<file path="src/shared/tbpwm_pkg.sv">
/*
 Package for the timer based pulse output block: register offsets, field
 positions, reset values and mode codes. Assumes a 32-bit APB register bus.
*/
package tbpwm_pkg;
   localparam logic [7:0] TBPWM_OFF_TIMER_COUNT = 8'h00;
   localparam logic [7:0] TBPWM_OFF_PERIOD = 8'h04;
   localparam logic [7:0] TBPWM_OFF_TIMER_CTRL = 8'h08;
   localparam logic [7:0] TBPWM_OFF_DUTY_LOW = 8'h0c;
   localparam logic [7:0] TBPWM_OFF_DUTY_BUF = 8'h10;
   localparam logic [7:0] TBPWM_OFF_CHAN_CTRL = 8'h14;
   localparam logic [7:0] TBPWM_OFF_FLAGS = 8'h18;
   localparam logic [7:0] TBPWM_RST_TIMER_COUNT = 8'h00;
   localparam logic [7:0] TBPWM_RST_PERIOD = 8'hff;
   localparam logic [6:0] TBPWM_RST_TIMER_CTRL = 7'h00;
   localparam logic [7:0] TBPWM_RST_DUTY = 8'h00;
   localparam logic [5:0] TBPWM_RST_CHAN_CTRL = 6'h00;
   localparam int TBPWM_TCTL_PRESCALE_LSB = 0;
   localparam int TBPWM_TCTL_ON_BIT = 2;
   localparam int TBPWM_TCTL_POST_LSB = 3;
   localparam int TBPWM_CCTL_MODE_LSB = 0;
   localparam int TBPWM_CCTL_DUTY_LSB = 4;
   localparam int TBPWM_FLAG_TIMER_BIT = 1;
   localparam int TBPWM_FLAG_CHAN_BIT = 2;
   localparam logic [1:0] TBPWM_PRESCALE_DIV1 = 2'h0;
   localparam logic [1:0] TBPWM_PRESCALE_DIV4 = 2'h1;
   localparam logic [1:0] TBPWM_PRESCALE_DIV16_SEL = 2'h2;
   localparam logic [3:0] TBPWM_MODE_PULSE_A = 4'hc;
   localparam logic [1:0] TBPWM_QTR_RST = 2'h0;
endpackage : tbpwm_pkg

</file>
<file path="src/core/tbpwm_top.sv">
/*
 Pulse width output for channel one, timed by an 8-bit period timer with a
 1/4/16 prescaler and a 4-bit postscaler. Registers reached over APB.
 Assumes a single clock; the instruction cycle is four clk cycles.
*/
`timescale 1ns/1ps
module tbpwm_top
(
   input wire logic clk,
   input wire logic arst_n,
   input wire logic psel,
   input wire logic penable,
   input wire logic pwrite,
   input wire logic [7:0] paddr,
   input wire logic [31:0] pwdata,
   output logic [31:0] prdata,
   output logic pready,
   output logic pslverr,
   output logic pulse_output_pin
);
   import tbpwm_pkg::*;

   // Prescaler
   logic [1:0] qtr_reg;
   logic [1:0] qtr_next;
   logic [3:0] pre_reg;
   logic [3:0] pre_next;
   // Period timer and postscaler
   logic [7:0] count_reg;
   logic [7:0] count_next;
   logic [3:0] post_reg;
   logic [3:0] post_next;
   // Timer flag
   logic flag_reg;
   logic flag_next;
   // Duty double buffer
   logic [7:0] duty_buf_reg;
   logic [7:0] duty_buf_next;
   logic [1:0] duty_lat_reg;
   logic [1:0] duty_lat_next;
   // Output latch
   logic out_reg;
   logic out_next;
   // Software settings
   logic [7:0] period_reg;
   logic [7:0] period_next;
   logic [6:0] tctl_reg;
   logic [6:0] tctl_next;
   logic [7:0] duty_low_reg;
   logic [7:0] duty_low_next;
   logic [5:0] cctl_reg;
   logic [5:0] cctl_next;
   // Read data
   logic [31:0] rdata_reg;
   logic [31:0] rdata_next;

   logic wr_en;
   logic rd_setup;
   logic pulse_mode;
   logic tick;
   logic match;
   logic restart;
   logic post_done;
   logic [1:0] low_bits;
   logic [9:0] duty_buf_full;
   logic [9:0] duty_new;

   assign wr_en = psel & penable & pwrite;
   // Read data is fetched in the setup cycle so it stands through the access cycle
   assign rd_setup = psel & ~penable & ~pwrite;
   assign pready = 1'b1;
   assign pslverr = 1'b0;
   assign prdata = rdata_reg;
   assign pulse_output_pin = out_reg;
   assign pulse_mode = (cctl_reg[TBPWM_CCTL_MODE_LSB +: 4] & TBPWM_MODE_PULSE_A)
                       == TBPWM_MODE_PULSE_A;
   assign duty_buf_full = {duty_buf_reg, duty_lat_reg};
   assign duty_new = {duty_low_reg, cctl_reg[TBPWM_CCTL_DUTY_LSB +: 2]};
   assign match = (count_reg == period_reg);
   assign restart = tick & match;
   assign post_done = restart && (post_reg == tctl_reg[TBPWM_TCTL_POST_LSB +: 4]);

   // Timer increment: prescaled instruction cycle
   always_comb
   begin
      qtr_next = qtr_reg + 2'h1;
      pre_next = pre_reg;
      tick = 1'b0;
      if (tctl_reg[TBPWM_TCTL_ON_BIT] && qtr_reg == 2'h3)
      begin
         pre_next = pre_reg + 4'h1;
         if (tctl_reg[1:0] == TBPWM_PRESCALE_DIV1)
            tick = 1'b1;
         else if (tctl_reg[1:0] == TBPWM_PRESCALE_DIV4)
            tick = (pre_reg[1:0] == 2'h3);
         else
            tick = (pre_reg == 4'hf);
      end
   end

   always_ff @(posedge clk or negedge arst_n)
   begin
      if (!arst_n)
      begin
         qtr_reg <= TBPWM_QTR_RST;
         pre_reg <= 4'h0;
      end
      else
      begin
         qtr_reg <= qtr_next;
         pre_reg <= pre_next;
      end
   end

   // Extra comparison bits of the coming cycle: comparing ahead lets the pin
   // fall on the very edge at which the time base reaches the duty value
   always_comb
   begin
      if (tctl_reg[1:0] == TBPWM_PRESCALE_DIV1)
         low_bits = qtr_next;
      else if (tctl_reg[1:0] == TBPWM_PRESCALE_DIV4)
         low_bits = pre_next[1:0];
      else
         low_bits = pre_next[3:2];
   end

   // Period timer and postscaler
   always_comb
   begin
      count_next = count_reg;
      post_next = post_reg;
      if (tick)
         count_next = match ? 8'h00 : count_reg + 8'h01;
      if (restart)
      begin
         // Postscaler counts periods for the flag only, never for the period
         post_next = post_reg + 4'h1;
         if (post_done)
            post_next = 4'h0;
      end
      // A software write to the count wins over the increment
      if (wr_en && paddr == TBPWM_OFF_TIMER_COUNT)
         count_next = pwdata[7:0];
   end

   always_ff @(posedge clk or negedge arst_n)
   begin
      if (!arst_n)
      begin
         count_reg <= TBPWM_RST_TIMER_COUNT;
         post_reg <= 4'h0;
      end
      else
      begin
         count_reg <= count_next;
         post_reg <= post_next;
      end
   end

   // Timer flag, write one to clear
   always_comb
   begin
      flag_next = flag_reg;
      if (wr_en && paddr == TBPWM_OFF_FLAGS && pwdata[TBPWM_FLAG_TIMER_BIT])
         flag_next = 1'b0;
      // Hardware set wins over a clear in the same cycle, so no period is lost
      if (post_done)
         flag_next = 1'b1;
   end

   always_ff @(posedge clk or negedge arst_n)
   begin
      if (!arst_n)
         flag_reg <= 1'b0;
      else
         flag_reg <= flag_next;
   end

   // Duty double buffer
   always_comb
   begin
      duty_buf_next = duty_buf_reg;
      duty_lat_next = duty_lat_reg;
      if (restart)
      begin
         duty_buf_next = duty_low_reg;
         duty_lat_next = cctl_reg[TBPWM_CCTL_DUTY_LSB +: 2];
      end
      if (wr_en && paddr == TBPWM_OFF_DUTY_BUF && !pulse_mode)
         duty_buf_next = pwdata[7:0];
   end

   always_ff @(posedge clk or negedge arst_n)
   begin
      if (!arst_n)
      begin
         duty_buf_reg <= TBPWM_RST_DUTY;
         duty_lat_reg <= 2'h0;
      end
      else
      begin
         duty_buf_reg <= duty_buf_next;
         duty_lat_reg <= duty_lat_next;
      end
   end

   // Output latch; a duty beyond the period never meets the time base
   always_comb
   begin
      out_next = out_reg;
      if (!pulse_mode)
         out_next = 1'b0;
      else if (restart)
         out_next = (duty_new != 10'h000);
      else if (duty_buf_full == {count_next, low_bits})
         out_next = 1'b0;
   end

   always_ff @(posedge clk or negedge arst_n)
   begin
      if (!arst_n)
         out_reg <= 1'b0;
      else
         out_reg <= out_next;
   end

   // Software settings
   always_comb
   begin
      period_next = period_reg;
      tctl_next = tctl_reg;
      duty_low_next = duty_low_reg;
      cctl_next = cctl_reg;
      if (wr_en)
      begin
         if (paddr == TBPWM_OFF_PERIOD)
            period_next = pwdata[7:0];
         else if (paddr == TBPWM_OFF_TIMER_CTRL)
            tctl_next = pwdata[6:0];
         else if (paddr == TBPWM_OFF_DUTY_LOW)
            duty_low_next = pwdata[7:0];
         else if (paddr == TBPWM_OFF_CHAN_CTRL)
            cctl_next = pwdata[5:0];
      end
   end

   always_ff @(posedge clk or negedge arst_n)
   begin
      if (!arst_n)
      begin
         period_reg <= TBPWM_RST_PERIOD;
         tctl_reg <= TBPWM_RST_TIMER_CTRL;
         duty_low_reg <= TBPWM_RST_DUTY;
         cctl_reg <= TBPWM_RST_CHAN_CTRL;
      end
      else
      begin
         period_reg <= period_next;
         tctl_reg <= tctl_next;
         duty_low_reg <= duty_low_next;
         cctl_reg <= cctl_next;
      end
   end

   // Read data, taken in the setup cycle; the timer may move on during the access
   always_comb
   begin
      rdata_next = rdata_reg;
      if (rd_setup)
      begin
         if (paddr == TBPWM_OFF_TIMER_COUNT)
            rdata_next = {24'h0, count_reg};
         else if (paddr == TBPWM_OFF_PERIOD)
            rdata_next = {24'h0, period_reg};
         else if (paddr == TBPWM_OFF_TIMER_CTRL)
            rdata_next = {25'h0, tctl_reg};
         else if (paddr == TBPWM_OFF_DUTY_LOW)
            rdata_next = {24'h0, duty_low_reg};
         else if (paddr == TBPWM_OFF_DUTY_BUF)
            rdata_next = {24'h0, duty_buf_reg};
         else if (paddr == TBPWM_OFF_CHAN_CTRL)
            rdata_next = {26'h0, cctl_reg};
         else if (paddr == TBPWM_OFF_FLAGS)
            rdata_next = {29'h0, 1'b0, flag_reg, 1'b0};
         else
            rdata_next = 32'h0;
      end
   end

   always_ff @(posedge clk or negedge arst_n)
   begin
      if (!arst_n)
         rdata_reg <= 32'h0;
      else
         rdata_reg <= rdata_next;
   end
endmodule : tbpwm_top

</file>
<file path="config.mk">
export PLATFORM = sky130hd
export DESIGN_NAME = tbpwm_top
export DESIGN_NICKNAME = d
export VERILOG_FILES = /design/src/shared/tbpwm_pkg.sv /design/src/core/tbpwm_top.sv
export SDC_FILE = /design/constraint.sdc
export NUM_CORES = 1
export LEC_CHECK = 0
export BUFFER_PORTS_ARGS = -buffer_cell sky130_fd_sc_hd__buf_2
export CAP_MARGIN = 0
export CORE_MARGIN = 4
export CORE_UTILIZATION = 55
export CTS_BUF_LIST = sky130_fd_sc_hd__clkbuf_8 sky130_fd_sc_hd__clkbuf_16
export DETAILED_ROUTE_END_ITERATION = 7
export PLACE_DENSITY = 0.81
export SYNTH_ARGS = -nofsm -noshare
export SYNTH_HDL_FRONTEND = slang
export SYNTH_SLANG_ARGS = --single-unit
</file>
<file path="constraint.sdc">
create_clock -name clk -period 2.95 [get_ports clk]
set_clock_uncertainty 0.1 [all_clocks]
set_input_delay 0.59 -clock clk [delete_from_list [all_inputs] [get_ports clk]]
set_output_delay 0.59 -clock clk [all_outputs]
set_load 0.02 [all_outputs]
</file>
# [Word level (Yosys, flattened, before mapping)]
# Cells that the tools add are included.
[word_totals] reg_bits=91 inputBits=45 output_inout_bits=35 word_cells=83
[classes] addsub=4 eq_ne=15 n_mux=24 bitwise=10 reduce_logical=17
[ops] cell="8-bit 2-to-1 mux" n=10
[ops] cell="8-bit by 5-bit == test with 1-bit output (second input constant)" n=3
[ops] cell="8-bit by 4-bit == test with 1-bit output (second input constant)" n=2
[ops] cell="10-bit == test" n=1
[ops] cell="10-bit nonzero test" n=1
[ops] cell="4-bit by 1-bit adder with 4-bit output (second input constant)" n=2
[ops] cell="8-bit by 1-bit adder with 8-bit output (second input constant)" n=1
[ops] cell="8-bit by 3-bit == test with 1-bit output (second input constant)" n=1
[ops] cell="8-bit == test" n=1
[ops] cell="8-bit zero test" n=1
[ops] cell="1-bit 2-to-1 mux" n=8
[ops] cell="4-bit 2-to-1 mux" n=2
[ops] cell="1-bit logical AND" n=7
[ops] cell="2-bit == test (second input constant)" n=3
[ops] cell="2-bit 2-to-1 mux" n=3
[ops] cell="6-bit 2-to-1 mux" n=1
[ops] cell="1-bit AND" n=5
[ops] cell="1-bit inverter" n=5
[ops] cell="5-bit AND reduction" n=1
[ops] cell="4-bit == test" n=1
[ops] cell="4-bit == test (second input constant)" n=1
[ops] cell="4-bit AND reduction" n=1
[ops] cell="2-bit nonzero test" n=2
[ops] cell="3-bit by 1-bit != test with 1-bit output (second input constant)" n=1
[ops] cell="other kinds (6)" n=6

# [Depth between registers and ports, before layout]
[depth] depth_word=10 ltp_mapped=11 mapped_depth_nobuf=9

# [Worst setup path after synthesis]
# No wires, ideal clock.
[synth_path] path_type="input port to flip-flop" startpoint="input paddr[1]" endpoint="register duty_low_reg[0]" setup_time_ns=0.125 arrival_time_ns=2.159 required_ns=2.725 slack_ns=0.566 cell_stages=7 n_path_buf=2 path_cell_list="nor4_4 nor2b_1 and4b_1 clkbuf_1 and2_1 buf_2 mux2_2"
[synth_between] elab_chain_len=3 word_cells_on_any_way=6 classes_between="eq/ne: 3; bitwise: 2; reduce/logical: 1"
[synth_rtl] element="from (decl)" line_no="tbpwm_top.sv:14" text="input wire logic [7:0] paddr,"
[synth_rtl] element="8-bit by 4-bit == test with 1-bit output / 8-bit by 3-bit == test with 1-bit output (equally long branches)" line_no="tbpwm_top.sv:238, tbpwm_top.sv:236"
[synth_rtl] element="1-bit inverter (no line)"
[synth_rtl] element="4-bit AND reduction (no line) *"
[synth_rtl] element="to (signal assigned)" line_no="tbpwm_top.sv:260" text="duty_low_reg <= duty_low_next;"
[synth_rtl] element="to (decl)" line_no="tbpwm_top.sv:49" text="logic [7:0] duty_low_reg;"
# Mark *: on every way between the ends. The rest lies on a longest branch, timed or not.
# A chain may end at the register's enable or synchronous reset.

# [Worst setup path in the final report]
[layout_path] startpoint="register period_reg[6]" endpoint="register out_reg, in the netlist pulse_output_pin"
[layout_between] elab_chain_len=6 word_cells_on_any_way=9 classes_between="eq/ne: 3; mux: 5; bitwise: 1"
[layout_rtl] element="from (decl)" line_no="tbpwm_top.sv:45" text="logic [7:0] period_reg;"
[layout_rtl] element="from (signal assigned)" line_no="tbpwm_top.sv:258" text="period_reg <= period_next;"
[layout_rtl] element="8-bit == test *" line_no="tbpwm_top.sv:79" text="assign match = (count_reg == period_reg);"
[layout_rtl] element="8-bit 2-to-1 mux" line_no="tbpwm_top.sv:133" text="count_next = match ? 8'h00 : count_reg + 8'h01;"
[layout_rtl] element="8-bit 2-to-1 mux" line_no="tbpwm_top.sv:132" text="if (tick)"
[layout_rtl] element="8-bit 2-to-1 mux" line_no="tbpwm_top.sv:142" text="if (wr_en && paddr == TBPWM_OFF_TIMER_COUNT)"
[layout_rtl] element="10-bit == test" line_no="tbpwm_top.sv:215" text="else if (duty_buf_full == {count_next, low_bits})"
[layout_rtl] element="3-bit by 1-bit != test with 1-bit output (no line)"
[layout_rtl] element="to (signal assigned)" line_no="tbpwm_top.sv:224" text="out_reg <= out_next;"
[layout_rtl] element="to (decl)" line_no="tbpwm_top.sv:42" text="logic out_reg;"
# Marked as above.

==> key figures <==
Pwr
  • Leakage power total: 1.97 nW
  • Max IR drop VDD: 0.296 mV
  • PwrDens: 490 mW/mm²

Global routing
  • Vias in the first global route: 3,209
  • Initial antenna violation count: 0
  • GR Util All Layers: between 20 and 25%
  • Grt ovf: 0
  • Pin count of the biggest net entering global routing: 68
  • First-pass GRT wire length: 16,200 µm

Drt
  • Initial DRC count: 368
  • DRC Markers: 0
  • DRT Wirelength: 10,100 µm
  • Drt via density: 6.18
  • WL/cell: 18.9 µm
  • Vias: 3,295
  • Final ANT Viol Nets: 0
  • Drt first pass iters: 5

Clock network
  • Post_cts resized: 0
  • CTS Sinks: 67
  • CTS Hold Buffers Added: 0
  • Clock Path Buffers: 2
  • CTS tree: yes
  • CTS clk-pin slew, worst paths: 80 ps
  • CTS root buf: clkbuf_8
  • CTS Buf Count: 9
  • Post CTS Setup Buffer Count: 0
  • Clk_lat worst skew: approximately 360 ps
  • Htree depth: 3

Synthesis
  • Area contributors post-synth: dfrtp_1 (38%), mux2_2 (8.0%), buf_4 (5.5%)
  • Gate Count Post-Synth: 400
  • Post-synth EDFFs: 0
  • Post-synth top area cell: dfrtp_1
  • Ys Warns: 0
  • Avg Inst Size Synth: between 9 and 10 µm²
  • Mapped cell area: slightly below 0.004 mm²
  • FFs w/ async S/R, synth: 100%
  • Top_reg_cell synth: dfrtp_1
  • Top-area cell type share of the netlist area: 37.5%
  • Netlist cell types: 55
  • Yosys reg bits: 67
  • Register area share after synthesis: 42.9%

Cells and area
  • Area Growth Syn to Fin: 10.3%
  • Design area: 0.00434 mm²
  • Layout cell share with drive strength beyond 1: a little under a quarter
  • Final net count: 481
  • Ant diodes: 0
  • # fillers: 567

Setup path
  • Worst path slowest cell: dfstp_2
  • Startpoint types: register
  • CP endpoint kind: register
  • Worst Path Arrival: about 2800 ps
  • Crit path max-delay family: simple AND/OR/NAND/NOR gates
  • Max incr delay on CP: 580 ps
  • WS Path Type: reg2reg
  • CP max FO: 11
  • CP Data Required Time: roughly 3100 ps
  • Critical path, cell by cell: xor2_1, nor4_1, nand2_1, o21ai_0, and3_1, nor3b_1, or3_1, a31oi_1
  • Buf+Inv Stages, Crit Path: 0

Worst hold path
  • Hold Path Class: in2async

Floorplan
  • Die ar.: 0.00857 mm²
  • Initial Util: ~57%
  • Die span in y: 92.6 µm
  • Core area: approximately 0.0069 mm²
  • # rows: 30
  • Die Wd: between 90 and 100 µm
  • Top Ports: 80

Place
  • GP Congestion: 0.903
  • Area after DPL: 0.00411 mm²
  • Detail Placement HPWL: around 7300 µm
  • Port Buffer Count: 29

STA
  • FMAX: 387 MHz
  • Slew Limit Fails: 0
  • Worst Max-Slew Pin Slew: around 650 ps
  • Slew margin rel.: approximately 57%
  • Setup violations, final: 0
  • Unrepaired setup endpoints after global routing: no
  • Final TNS setup: 0 ps
  • Final period util: slightly below 90%
  • Crit path time final: 2590 ps
  • Endpoints failing hold: 0

Flow run
  • Maximum capacitance violations: 0

Run status
  • Outcome: finished clean
kinds of logic after synthesis:
family,count (synthesis),synth area share [%]
AOI/OAI and AO/OA,91,16.0
xor gates and xnor gates,25,5.57
adders and majority gates,4,1.27
buffers and inverters,55,8.65
DFF,67,42.9
muxes,34,9.55
other,2,0.191
and+or+nand+nor,122,15.9
placed cells by master, fill, tap and decap left out, types with 2 or more instances in the layout:
cell type / Yosys / routed
buf_2: 8 / 29
xor2_1: 13 / 13
nand2_1: 37 / 37
a21o_1: 2 / 2
nor2_1: 27 / 27
o22ai_1: 2 / 2
o41ai_1: 2 / 2
nor3_1: 4 / 4
mux2i_1: 6 / 6
and3_1: 7 / 7
or3_1: 3 / 3
o21ai_0: 22 / 22
bufinv_16: 0 / 2
nand4_1: 4 / 4
a22oi_1: 9 / 9
buf_4: 29 / 15
mux2_2: 28 / 28
conb_1: 2 / 26
o21a_1: 2 / 2
o221ai_1: 2 / 2
inv_1: 7 / 8
nor4_1: 5 / 5
clkbuf_8: 0 / 10
and2_1: 5 / 5
dfstp_2: 8 / 8
a221oi_1: 6 / 6
nand3_1: 12 / 12
a21oi_1: 11 / 11
dfrtp_1: 59 / 59
nor3b_1: 3 / 2
nor2b_1: 6 / 6
ha_1: 4 / 4
a22o_1: 7 / 7
xnor2_1: 12 / 12
a222oi_1: 2 / 2
a31oi_1: 14 / 14
where the power goes:
group	internal [mW]	switching, mW	total, mW	leakage (nW)
clock	0.500	0.373	0.873	0.114
combinational	0.0919	0.176	0.268	1.05
sequential	0.955	0.0313	0.986	0.814
worst paths after layout:
path                                from               end  slack, ps  depth (start not counted)
max                        period_reg[6]  pulse_output_pin        360                          8
min                               arst_n       tctl_reg[6]        130                          2
max reg2reg                period_reg[6]  pulse_output_pin        360                          8
min reg2reg                   qtr_reg[0]        qtr_reg[0]        360                          1
max in group asynchronous         arst_n     period_reg[1]       2290                          2
min in group clk              qtr_reg[0]        qtr_reg[0]        360                          1
cells in the mapped netlist (3+ instances only):
cell type and instances:
a221oi_1 6, buf_4 29, and3_1 7, xnor2_1 12
nor3_1 4, nor2b_1 6, nor2_1 27, a22o_1 7
ha_1 4, nand3_1 12, o21ai_0 22, dfstp_2 8
a21oi_1 11, buf_2 8, or3_1 3, mux2_2 28
nor3b_1 3, clkbuf_1 9, nand4_1 4, a31oi_1 14
dfrtp_1 59, xor2_1 13, mux2i_1 6, and2_1 5
a22oi_1 9, nor4_1 5, nand2_1 37, inv_1 7
per-layer routing:
| layer | vias up | global-route usage (%) | wire length [µm] |
|---|---|---|---|
| met5 | - | 0 | 0 |
| met4 | 0 | 12.7 | 388 |
| met3 | 38 | 5.69 | 1020 |
| met2 | 211 | 38.1 | 4680 |
| met1 | 1575 | 32.4 | 4010 |
| li1 | 1471 | - | - |
cell type report:
| type | count | area (µm²) | area share [%] |
|---|---|---|---|
| Clock buffer | 10 | 138 | 3.17 |
| Inverter | 7 | 26.3 | 0.606 |
| Tap cell | 96 | 120 | 2.77 |
| Timing Repair Buffer | 45 | 278 | 6.40 |
| Multi-Input combinational cell | 302 | 2000 | 46.1 |
| Sequential cell | 67 | 1690 | 38.9 |
| Clock inverter | 6 | 88.8 | 2.05 |
stage by stage:
| stage | total power [mW] | cells | utilization (%) | hold WS (ps) | worst slack, ps |
|---|---|---|---|---|---|
| floorplan | 1.19 | 424 | - | 194 | 566 |
| global placement | 1.26 | 517 | 59.9 | 336 | 277 |
| detailed placement | 1.27 | 517 | 59.9 | 358 | 212 |
| CTS | 2.14 | 533 | 63.2 | 146 | 373 |
| global route | 2.22 | 533 | 63.2 | 151 | 157 |
| finish | 2.13 | 533 | 63.2 | 131 | 363 |
No activity file was read; power rests on OpenSTA's default activity.
